File: config.mk
export PLATFORM = sky130hd
export DESIGN_NAME = cmc_regs
export DESIGN_NICKNAME = d
export VERILOG_FILES = /design/src/cmc_pkg.sv /design/src/cmc_regs.sv /design/src/cmc_sync.sv
export SDC_FILE = /design/constraint.sdc
export NUM_CORES = 1
export LEC_CHECK = 0
export ABC_AREA = 1
export BUFFER_PORTS_ARGS = -buffer_cell sky130_fd_sc_hd__buf_2
export CORE_MARGIN = 4
export CORE_UTILIZATION = 56
export CTS_CLUSTER_DIAMETER = 30
export DETAILED_ROUTE_END_ITERATION = 8
export GPL_TIMING_DRIVEN = 0
export PLACE_DENSITY = 0.86
export SYNTH_ARGS = -nofsm -noshare
export SYNTH_HDL_FRONTEND = slang
export SYNTH_HIERARCHICAL = 1
export SYNTH_SLANG_ARGS = --single-unit
File: constraint.sdc
create_clock -name SYS_CLK -period 2 [get_ports SYS_CLK]
set_clock_uncertainty 0.15 [all_clocks]
set_input_delay 0.1 -clock SYS_CLK [delete_from_list [all_inputs] [get_ports SYS_CLK]]
set_output_delay 0.1 -clock SYS_CLK [all_outputs]
set_load 0.02 [all_outputs]
File: src/cmc_pkg.sv
// Purpose: constants for the charger monitor and control register bank
// Assumes: 8-bit register port behind the serial front end
// Notes: offsets are byte addresses of the serial register map
package cmc_pkg;
    localparam logic [7:0] CMC_ADDR_MONITOR = 8'h11;
    localparam logic [7:0] CMC_ADDR_THERM = 8'h12;
    localparam logic [7:0] CMC_ADDR_WDCTL = 8'h13;
    localparam logic [7:0] CMC_ADDR_RESUME = 8'hfa;
    localparam logic [7:0] CMC_WDCTL_RESET = 8'h6c;
    localparam logic [7:0] CMC_WDCTL_RW_MASK = 8'hfe;
    localparam logic [7:0] CMC_RESUME_KEY = 8'hb5;
    localparam logic [7:0] CMC_RESUME_READ = 8'hff;
    localparam logic [7:0] CMC_UNMAPPED_READ = 8'h00;
    localparam logic CMC_POWER_GOOD_RESET = 1'b1;
    localparam logic CMC_THERM_IGNORE_RESET = 1'b0;
    localparam int CMC_BIT_POWER_GOOD = 5;
    localparam int CMC_BIT_THERM_IGNORE = 5;
    localparam int CMC_BIT_REG_ON = 2;
    localparam int CMC_BIT_WD_OFF = 1;
    localparam int CMC_SYNC_WIDTH = 12;
    localparam int CMC_CLK_HZ = 50000000;
    localparam int CMC_REFRESH_MS = 1000;
    localparam int CMC_REFRESH_CYCLES = CMC_CLK_HZ / 1000 * CMC_REFRESH_MS;
endpackage

File: src/cmc_regs.sv
// Purpose: monitor, thermistor, watchdog control and charge resume registers
// Assumes: register port strobes are one-cycle pulses, address held with them
// Notes: read data is registered, valid one cycle after the read strobe
`timescale 1ns/10ps
module cmc_regs
    import cmc_pkg::*;
#(
    parameter int REFRESH_CYCLES = CMC_REFRESH_CYCLES
) (
    input wire logic SYS_CLK,
    input wire logic RST,
    input wire logic [7:0] REG_ADDR,
    input wire logic [7:0] REG_WDATA,
    input wire logic REG_WR,
    input wire logic REG_RD,
    output logic [7:0] REG_RDATA,
    output logic REG_RVALID,
    input wire logic BLOCKING_TRANSISTOR_PIN,
    input wire logic LINEAR_PATH_CHARGING,
    input wire logic BAT_ABOVE_MIN,
    input wire logic BAT_ABOVE_LOW,
    input wire logic POWER_GOOD_PIN_IN,
    output logic POWER_GOOD_OUT_LEVEL,
    input wire logic SHUTDOWN_PIN_LEVEL,
    input wire logic BATTERY_MISSING,
    input wire logic POST_CHARGE_ACTIVE,
    input wire logic THERM_SHORT_GND,
    input wire logic THERM_OPEN,
    input wire logic THERM_SHORT_REF,
    input wire logic [3:0] THERM_ABOVE_LEVEL,
    output logic THERMISTOR_IGNORE,
    output logic THERM_AFFECTS_CHARGE,
    output logic AUX_REGULATOR_ON,
    output logic WATCHDOG_OFF,
    output logic CHARGE_RESUME
);
    localparam int CW = $clog2(REFRESH_CYCLES + 1);

    logic [CMC_SYNC_WIDTH-1:0] raw_status;
    logic [CMC_SYNC_WIDTH-1:0] sync_status;
    logic s_gate, s_path, s_min, s_low, s_pg, s_shut, s_miss, s_post;
    logic s_gnd, s_open, s_ref;
    logic [3:0] s_level;
    logic [2:0] s_level_hi;
    logic s_level_lo;
    logic power_good_q;
    logic therm_ignore_q;
    logic [7:0] wdctl_q;
    logic [3:0] level_q;
    logic [CW-1:0] tick_q;
    logic [CW-1:0] tick_d;
    logic tick_wrap;
    logic [7:0] rdata_q;
    logic rvalid_q;
    logic resume_q;
    logic sel_mon, sel_therm, sel_wd, sel_resume;
    logic wr_mon;
    logic wr_therm;
    logic wr_wd;
    logic wr_resume;
    logic key_match;
    logic resume_d;
    logic [7:0] rd_wd;
    logic bat_level;
    logic therm_valid;
    logic [7:0] mon_rd, therm_rd, rd_mux;

    // pin and comparator levels cross through two synchroniser banks; level flags 3:1 use the second bank
    assign raw_status = {BLOCKING_TRANSISTOR_PIN, LINEAR_PATH_CHARGING,
        BAT_ABOVE_MIN, BAT_ABOVE_LOW, POWER_GOOD_PIN_IN, SHUTDOWN_PIN_LEVEL,
        BATTERY_MISSING, POST_CHARGE_ACTIVE, THERM_SHORT_GND, THERM_OPEN,
        THERM_SHORT_REF, THERM_ABOVE_LEVEL[0]};

    cmc_sync #(
        .WIDTH(CMC_SYNC_WIDTH)
    ) u_sync_status (
        .clk(SYS_CLK),
        .rst(RST),
        .async_in(raw_status),
        .sync_out(sync_status)
    );

    cmc_sync #(
        .WIDTH(3)
    ) u_sync_level (
        .clk(SYS_CLK),
        .rst(RST),
        .async_in(THERM_ABOVE_LEVEL[3:1]),
        .sync_out(s_level_hi)
    );

    // unpack the bank in the same order it was packed
    assign {s_gate, s_path, s_min, s_low, s_pg, s_shut, s_miss, s_post,
        s_gnd, s_open, s_ref, s_level_lo} = sync_status;
    // rejoin the level flags so that one net has one driver
    assign s_level = {s_level_hi, s_level_lo};

    // address decode
    assign sel_mon = (REG_ADDR == CMC_ADDR_MONITOR);
    assign sel_therm = (REG_ADDR == CMC_ADDR_THERM);
    assign sel_wd = (REG_ADDR == CMC_ADDR_WDCTL);
    assign sel_resume = (REG_ADDR == CMC_ADDR_RESUME);

    // write enables; a strobe to any other address changes nothing
    assign wr_mon = REG_WR & sel_mon;
    assign wr_therm = REG_WR & sel_therm;
    assign wr_wd = REG_WR & sel_wd;
    assign wr_resume = REG_WR & sel_resume;
    // only the exact key counts, so a stray byte cannot restart charging
    assign key_match = (REG_WDATA == CMC_RESUME_KEY);
    assign resume_d = wr_resume & key_match;

    // threshold depends on which charging path is active
    assign bat_level = s_path ? s_min : s_low;
    assign therm_valid = ~(s_gnd | s_open | s_ref);

    // monitor read image; bit 5 shows the sensed pin, not the drive
    // latch, so an external pull on the pin is visible to the host
    assign mon_rd = {s_gate, bat_level, s_pg, s_shut, s_miss, s_post,
        2'b00};

    // thermistor read image; level flags come from the once-a-second snapshot
    assign therm_rd = {2'b00, therm_ignore_q, therm_valid,
        level_q};

    // control read image; bit 0 is masked again so it can never read 1
    assign rd_wd = wdctl_q & CMC_WDCTL_RW_MASK;

    // read selection; unmapped addresses read zero
    assign rd_mux = sel_mon ? mon_rd :
        sel_therm ? therm_rd :
        sel_wd ? rd_wd :
        sel_resume ? CMC_RESUME_READ :
        CMC_UNMAPPED_READ;

    // one-second refresh counter, independent of the ignore bit; the
    // level flags are a snapshot, so a host read between ticks may lag
    // the comparators by up to one period
    assign tick_wrap = (tick_q == CW'(REFRESH_CYCLES - 1));
    assign tick_d = tick_wrap ? '0 : tick_q + CW'(1);

    always_ff @(posedge SYS_CLK)
    begin
        if (RST)
        begin
            tick_q <= '0;
            level_q <= '0;
        end
        else
        begin
            tick_q <= tick_d;
            if (tick_wrap)
                level_q <= s_level;
        end
    end

    // power-good drive latch; the pin is released high out of reset
    always_ff @(posedge SYS_CLK)
    begin
        if (RST)
            power_good_q <= CMC_POWER_GOOD_RESET;
        else if (wr_mon)
            power_good_q <= REG_WDATA[CMC_BIT_POWER_GOOD];
    end

    // thermistor ignore bit; the other bits of this byte are status only
    always_ff @(posedge SYS_CLK)
    begin
        if (RST)
            therm_ignore_q <= CMC_THERM_IGNORE_RESET;
        else if (wr_therm)
            therm_ignore_q <= REG_WDATA[CMC_BIT_THERM_IGNORE];
    end

    // control byte; reserved bits are stored for read-back only
    always_ff @(posedge SYS_CLK)
    begin
        if (RST)
            wdctl_q <= CMC_WDCTL_RESET;
        else if (wr_wd)
            wdctl_q <= REG_WDATA & CMC_WDCTL_RW_MASK;
    end

    // resume pulse; other values written here are silently ignored
    always_ff @(posedge SYS_CLK)
    begin
        if (RST)
            resume_q <= 1'b0;
        else
            resume_q <= resume_d;
    end

    // read valid follows every read strobe by exactly one cycle
    always_ff @(posedge SYS_CLK)
    begin
        if (RST)
            rvalid_q <= 1'b0;
        else
            rvalid_q <= REG_RD;
    end

    // read data is held until the next read, so a slow front end can
    // pick it up at leisure
    always_ff @(posedge SYS_CLK)
    begin
        if (RST)
            rdata_q <= '0;
        else if (REG_RD)
            rdata_q <= rd_mux;
    end

    assign REG_RDATA = rdata_q;
    assign REG_RVALID = rvalid_q;
    assign POWER_GOOD_OUT_LEVEL = power_good_q;
    assign THERMISTOR_IGNORE = therm_ignore_q;
    assign THERM_AFFECTS_CHARGE = ~therm_ignore_q;
    assign AUX_REGULATOR_ON = wdctl_q[CMC_BIT_REG_ON];
    assign WATCHDOG_OFF = wdctl_q[CMC_BIT_WD_OFF];
    assign CHARGE_RESUME = resume_q;
endmodule

File: src/cmc_sync.sv
// Purpose: two-flop synchroniser for a group of status levels
// Assumes: single clock domain on the reading side
// Notes: first stage is read only by the second stage
`timescale 1ns/10ps
module cmc_sync #(
    parameter int WIDTH = 1
) (
    input wire logic clk,
    input wire logic rst,
    input wire logic [WIDTH-1:0] async_in,
    output logic [WIDTH-1:0] sync_out
);
    logic [WIDTH-1:0] meta_q;
    logic [WIDTH-1:0] sync_q;

    // two stages, reset to zero so reads are defined from reset
    always_ff @(posedge clk)
    begin
        if (rst)
        begin
            meta_q <= '0;
            sync_q <= '0;
        end
        else
        begin
            meta_q <= async_in;
            sync_q <= meta_q;
        end
    end

    assign sync_out = sync_q;
endmodule

# == Word-level counts from Yosys, hierarchy flattened ==
# Index checks and enable logic that the tools add are counted.
# word_totals
inputBits,35
out_inout_bits,15
reg_bits,79
word_cells,34
# op_classes
eq_ne,6
mux,5
n_reduce_logical,1
addsub,1
bitwise_logic,9
# ops
operator,n
$mux 8,4
$add 26x1->26 const B,1
$eq 26x26->1 const B,1
$eq 8x5->1 const B,3
$eq 8x8->1 const B,2
$and 1x1->1,5
$not 1->1,2
$or 1x1->1,2
$reduce_or 2->1,1
$mux 1,1

# == Longest topological paths before layout ==
# Gate-level depths: netlist (run 1).
# depth
word_depth,5
mapped_depth,10
mapped_depth_nobuf,9

# == Hierarchy ==
# Netlist (run 1), hierarchy kept.
# by_module_without_submodules
module,n_inst,seq_area_each_um2,cells_per_inst,area_per_inst_um2
cmc_regs,1,980.9,390,2612.5
cmc_sync (u_sync_status),1,480.5,74,683.2
cmc_sync (u_sync_level),1,120.1,18,165.2

# == Worst setup path after synthesis (run 1) ==
# Ideal clock, no wire load.
# synth_path
kind,reg-to-reg
startpoint,register tick_q[0]
endpoint,register tick_q[13]
stages_incl_launch_ff,10
required_ns,1.735
path_buffers,1
setup_time_ns,0.115
setup_slack_ns,0.346
synth_period_minus_slack_ns,1.654
arrival_ns,1.389
path_cell_list,dfxtp_1 ha_1 nand2_1 nor2_2 nand2_1 nor2_2 nand3_4 nand2_8 buf_12 nor2_2
# synth_between
elab_chain_len,2
# synth_lines
element,line_no,rtl
start: declaration,cmc_regs.sv:50,logic [CW-1:0] tick_q;
start signal: assignment,cmc_regs.sv:151,tick_q <= tick_d;
branches (longest 2 deep; another with $add 26x1->26),--,
# Several ways; the timed one is not identified.
# A chain may end at the register's enable or synchronous reset.

==> flow_metrics.py, run 1 <==
metrics = {
    "outcome": {
        "status": "complete, no violations",
    },
    "floorplanning": {
        "std_cell_rows": 28,
        "die_h_um": 86.6,
        "io-pin-count": 50,
        "die_x_um": 86.6,
        "start_util_pct": 58.1,
        "dieArea_um2": 7500,
        "coreArea_um2": 5960,
    },
    "synth": {
        "syn_nets": 518,
        "synthDistinctLibCells": 30,
        "syn_avg_cell_area_um2": 7.18,
        "ys_ff_latch": 79,
        "synth_area_leader_cell": "dfxtp_1",
        "synth.cell_area_um2": 3460,
        "netlist_instances": 482,
        "yosysWarnings": 6,
        "ys_seq_area_share_pct": 45.7,
        "synth_top_area_share_pct": 45.7,
        "ys_top_cells_by_area": "dfxtp_1 46%, nand2_1 11%, nor2_1 11%, inv_1 8.6%, nand3_1 3.8%",
    },
    "timing": {
        "worst_slack_ns": 0.134,
        "timing.final.crit_period_ns": 1.87,
        "rsz0062_at_grt": "false",
        "maxSlewHeadroom_pct": 70.8,
        "worst_hold_slack_ns": 0.112,
        "min_period_over_period_pct": 93.3,
        "hold_viol_final": 0,
        "slew_viol_final": 0,
        "tightestPinTransition_ns": 0.436,
        "setup_viol": 0,
        "tns_ns": 0,
        "fmax_mhz": 536,
    },
    "routing": {
        "drt_wl_total_um": 7730,
        "drt-initial-drc-count": 212,
        "vias": 3199,
        "drt-pass1-iter-count": 5,
        "drc": 0,
        "via_per_inst": 4.89,
        "drtAntennaViolNets": 0,
        "routedWlPerCell_um": 11.8,
    },
    "min_path": {
        "hold_path_class": "in2reg",
        "whs_path_depth": 5,
        "min_from": "REG_ADDR[0]",
    },
    "cts": {
        "cts.sinks": 79,
        "clk_latency_ns": 0.36,
        "path_clk_slew_ns": 0.08,
        "cts_buffer_depth": 2,
        "post_cts_buffers": 0,
        "h-tree-depth": 3,
        "cts_tree": "built",
        "root_buffer": "clkbuf_8",
        "cts_buffers": 9,
    },
    "placement": {
        "dp_hpwl_um": 5300,
        "gp_congestion": 0.833,
        "io_buffers": 49,
        "place_ws_ns": 0.0971,
    },
    "worst_setup_path": {
        "cp-start-kind": "input pin",
        "r2r_start": "tick_q[0]",
        "cp.arrival_ns": 1.98,
        "reg2regPathDepth": 9,
        "crit_fanout": 13,
        "criticalPathCategory": "in2reg",
        "critPathLaunch": "RST",
        "end_kind": "register",
        "critPathRequiredTime_ns": 2.12,
    },
    "grt": {
        "antenna_found_initial": 0,
        "grt-ovfl-total": 0,
        "grt_pass1_vias": 3072,
        "grt_pass1_wl_um": 13500,
        "grt_max_degree": 18,
        "track_usage_pct": 22.7,
    },
    "job": {
        "drv_cap": 0,
    },
    "layout": {
        "final_nets": 610,
        "syn_to_final_growth_pct": 24.9,
        "drive_gt1_share_pct": 18.7,
        "layout_commonest_cell": "nand2_1",
        "fillers": 452,
        "antenna_cells": 0,
        "final_cell_mix": "104 x nand2_1, 97 x nor2_1, 79 x inv_1, 78 x dfxtp_1, 51 x buf_2",
    },
    "power": {
        "cellPowerDensity_nw_per_um2": 696,
        "p_leak_nw": 1.89,
        "vdd_drop_max_v": 0.000723,
    },
}
## area by class of cell
class	instances	area, µm²	share of cell area (%)
Timing Repair Buffer	81	566	13.1
Tap cell	75	93.8	2.17
Multi-Input combinational cell	315	1500	34.7
Inverter	80	300	6.95
Clock buffer	9	124	2.87
Buffer	8	81.3	1.88
Sequential cell	79	1580	36.6
Clock inverter	7	72.6	1.68
## state kept, by name (all words and copies together) (netlist names)
| name | count |
|---|---|
| CHARGE_RESUME | 1 |
| POWER_GOOD_OUT_LEVEL | 1 |
| REG_RDATA | 8 |
| REG_RVALID | 1 |
| THERMISTOR_IGNORE | 1 |
| level_q | 4 |
| tick_q | 26 |
| u_sync_level/meta_q | 3 |
| u_sync_level/sync_out | 3 |
| u_sync_status/meta_q | 12 |
| u_sync_status/sync_out | 12 |
| wdctl_q | 7 |
## cell families (layout without fill, tap and decap cells)
logic type	Yosys count	count (layout)	synth area share (%)
AND/OR/NAND/NOR	269	269	34.2
flip-flops	79	79	45.7
adder cells (fa/ha/maj)	1	1	0.361
buffers and inverters	88	185	11.0
XOR/XNOR	10	10	2.53
multiplexers	1	1	0.289
AO/OA/AOI/OAI	34	34	5.89
## cell usage after synthesis
cell,instances
a21oi_1,10
a21oi_2,7
buf_12,2
buf_2,2
buf_6,2
clkbuf_1,2
dfxtp_1,79
ha_1,1
inv_1,79
inv_2,1
mux2i_1,1
nand2_1,104
nand2_2,2
nand2_8,1
nand3_1,26
nand3_4,1
nand3b_1,5
nand4_1,7
nor2_1,97
nor2_2,19
nor2_4,2
nor3_1,3
nor4_1,1
o211ai_1,2
o21ai_0,13
o21ai_1,1
o21bai_1,1
or2_2,1
xnor2_1,3
xor2_1,7
## power by group
| group | switching, W | total [W] | internal, W |
|---|---|---|---|
| Clock | 0.000666 | 0.00115 | 0.000489 |
| Combinational | 0.000117 | 0.000229 | 0.000111 |
| Sequential | 0.0000154 | 0.00163 | 0.00161 |
| Total | 0.000799 | 0.00301 | 0.00221 |
## path summary, 6_finish.rpt
check | endpoint | slack, ns
worst max register to register | tick_q[13] | 0.17
worst max-delay path | CHARGE_RESUME | 0.13
worst min-delay path | POWER_GOOD_OUT_LEVEL | 0.11
worst min register to register | u_sync_status/sync_out[4] | 0.26
## per-stage QoR
step	std cells	utilization (%)	instance area, µm²	power (W)
6_report	654	72.6	4320	0.00301
4_1_cts	654	72.5	4320	0.00302
3_3_place_gp	606	63.8	3800	0.00183
2_1_floorplan	482	-	3460	0.00176
5_1_grt	654	72.6	4320	0.00315
3_5_place_dp	606	63.8	3800	0.00184
## routing by layer
metal	wire [µm]	GRT usage [%]	up-vias	share of wire, %
met3	469	4.75	11	6.1
met2	3710	36.9	108	48
li1	-	-	1653	-
met5	0	0	-	0
met4	129	8.78	0	1.7
met1	3420	29.5	1427	44
## critical path, cell delays in order
cell	delay (ns)
dlygate4sd3_1	0.54
buf_2	0.21
buf_2	0.22
nor2_1	0.11
nand3_1	0.07
dlygate4sd3_1	0.55
nor3_1	0.18
## what timing repair did
action                     in CTS  in global routing
hold endpoints to repair       34                  0
hold buffers                   32                  0
resized for setup               0                  4
setup endpoints to repair       0                 21
No activity file was read; power rests on OpenSTA's default activity.
==> run 2, diff against run 1 <==
Settings changed: MAX_ROUTING_LAYER set to met4.
==> run 2 against run 1 <==
Global-route usage increased by 0.98 points. Die area unchanged. Setup slack improved by 0.056 ns. Sequential power about the same. Power increased by 0.35%. Cell count increased by 0.31%. Highest routed layer unchanged. Register-to-register slack improved by 0.02 ns. Design area increased by 0.26%. Largest cell class unchanged. Sequential share of layout area decreased by 0.095 points. Largest power group unchanged.
==> flow_metrics.py, run 2 (synthesis gave the netlist of run 1 again) <==
metrics = {
    "outcome": {
        "status": "complete, no violations",
    },
    "layout": {
        "drive_gt1_share_pct": 18.8,
        "seq_area_um2": 1580,
        "multiInputGateArea_um2": 1500,
        "syn_to_final_growth_pct": 25.2,
        "largest_register_ff_count": 26,
        "layout_commonest_cell": "nand2_1",
        "top_register": "tick_q",
        "final_cell_mix": "104 x nand2_1, 97 x nor2_1, 79 x inv_1, 78 x dfxtp_1, 51 x buf_2",
        "final_nets": 612,
        "antenna_cells": 0,
        "fillers": 457,
        "final_area_um2": 4330,
    },
    "routing": {
        "drt-initial-drc-count": 205,
        "drt_wl_total_um": 8040,
        "routedWlPerCell_um": 12.3,
        "highest_layer": "met4",
        "wl_met2_um": 3830,
        "via_per_inst": 4.86,
        "drc": 0,
        "wl_met1_um": 3610,
        "vias": 3188,
        "dr_wl_met3_um": 439,
        "drt-pass1-iter-count": 4,
        "drtAntennaViolNets": 0,
    },
    "timing": {
        "maxSlewHeadroom_pct": 66.6,
        "setup_viol": 0,
        "min_period_over_period_pct": 90.5,
        "rsz0062_at_grt": "false",
        "tightestPinTransition_ns": 0.501,
        "timing.final.crit_period_ns": 1.81,
        "worst_hold_slack_ns": 0.0174,
        "slew_viol_final": 0,
        "tns_ns": 0,
        "hold_viol_final": 0,
        "fmax_mhz": 552,
    },
    "grt": {
        "grt_pass1_vias": 3049,
        "grt-ovfl-total": 0,
        "grt_max_degree": 18,
        "grt_pass1_wl_um": 13700,
        "antenna_found_initial": 0,
        "track_usage_pct": 23.7,
    },
    "min_path": {
        "holdPathEnd": "u_sync_status/sync_out[1]",
        "min_from": "RST",
        "hold_path_class": "in2reg",
        "whs_path_depth": 3,
    },
    "worst_setup_path": {
        "cp_top_family": "simple AND/OR/NAND/NOR gates",
        "crit_fanout": 6,
        "cp-start-kind": "register",
        "critPathRequiredTime_ns": 2.10,
        "crit_buf_inv": 0,
        "cp.arrival_ns": 1.91,
        "worst_path_max_delay_cell": "dfxtp_2",
        "criticalPathCategory": "reg2reg",
        "r2r_end": "tick_q[16]",
        "r2r_slack_ns": 0.19,
        "critical-path-max-stage-delay_ns": 0.40,
        "cp_common_cell": "nand3_1",
        "reg2regPathDepth": 7,
        "cp_cell_sequence": "ha_1, nand3_1, nor2_4, nand3_1, nor2_1, xor2_1, nor2_2",
        "end_kind": "register",
        "r2r_start": "tick_q[0]",
    },
    "floorplanning": {
        "start_util_pct": 58.1,
        "std_cell_rows": 28,
        "io-pin-count": 50,
        "dieArea_um2": 7500,
        "coreArea_um2": 5960,
        "die_x_um": 86.6,
        "die_h_um": 86.6,
    },
    "cts": {
        "cts_tree": "built",
        "path_clk_slew_ns": 0.09,
        "root_buffer": "clkbuf_8",
        "h-tree-depth": 3,
        "cts.sinks": 79,
        "clk_latency_ns": 0.36,
        "cts_buffer_depth": 2,
        "cts_buffers": 9,
    },
    "placement": {
        "place_area_um2": 3800,
        "io_buffers": 49,
        "gp_congestion": 0.858,
        "dp_hpwl_um": 5390,
    },
    "power": {
        "vdd_drop_max_v": 0.000599,
        "cellPowerDensity_nw_per_um2": 697,
        "p_leak_nw": 1.90,
        "totalPowerFinal_w": 0.00302,
    },
    "job": {
        "drv_cap": 0,
    },
}
[run 2: cell count changes in the layout (fill, tap and decap cells not counted), sizes merged]
cell    delta
inv        +2
buf        +2
clkinv     -2
[run 2: where the power goes]
part	switching, W	total (W)	internal (W)
Combinational	0.000117	0.000227	0.000111
Sequential	0.0000158	0.00163	0.00161
Clock	0.000676	0.00117	0.000490
Total	0.000809	0.00302	0.00221
[run 2: worst register-to-register path, delay by kind of cell (launching register included)]
kind | cells | cell delay [ns]
and+or+nand+nor | 5 | 0.76
adders and majority gates | 1 | 0.20
DFF | 1 | 0.40
xor gates and xnor gates | 1 | 0.20
[run 2: area by class of cell]
class | count | area share [%]
well taps | 75 | 2.17
multi-input cells | 315 | 34.7
clock inverters | 7 | 1.56
repair buffers | 83 | 13.4
plain buffers | 8 | 1.85
inverters | 80 | 6.93
flip-flops and latches | 79 | 36.5
clock buffers | 9 | 2.86
[run 2: worst max-delay path by stage]
| stage | startpoint | endpoint | slack, ns | depth (start not counted) |
|---|---|---|---|---|
| floorplan | tick_q[0] | tick_q[13] | 0.35 | 9 |
| global placement | tick_q[0] | tick_q[16] | 0.15 | 7 |
| detailed placement | tick_q[0] | tick_q[16] | 0.09 | 7 |
| CTS | REG_WR | CHARGE_RESUME | 0.05 | 6 |
| global route | tick_q[0] | tick_q[16] | 0.06 | 7 |
| finish | tick_q[0] | tick_q[16] | 0.19 | 7 |
[run 2: layer usage]
metal  global-route usage, %  up-vias
li1                        -     1655
met1                    29.9     1417
met2                    37.3      101
met3                    4.75       15
met4                    9.07        0
met5                       -        -
[run 2: through the flow]
stage / instances / utilization [%] / worst slack (ns)
after floorplan: 482 / - / 0.346
after global placement: 606 / 63.8 / 0.145
after detailed placement: 606 / 63.8 / 0.0889
after CTS: 655 / 72.6 / 0.0499
after global routing: 656 / 72.8 / 0.0560
final: 656 / 72.8 / 0.190
[run 2: timing repair]
item | CTS | global route
setup buffers | 0 | 2
hold buffers | 33 | 0
endpoints found under the hold margin | 34 | 0
gates resized for setup | 0 | 2
setup endpoints to repair | 0 | 17
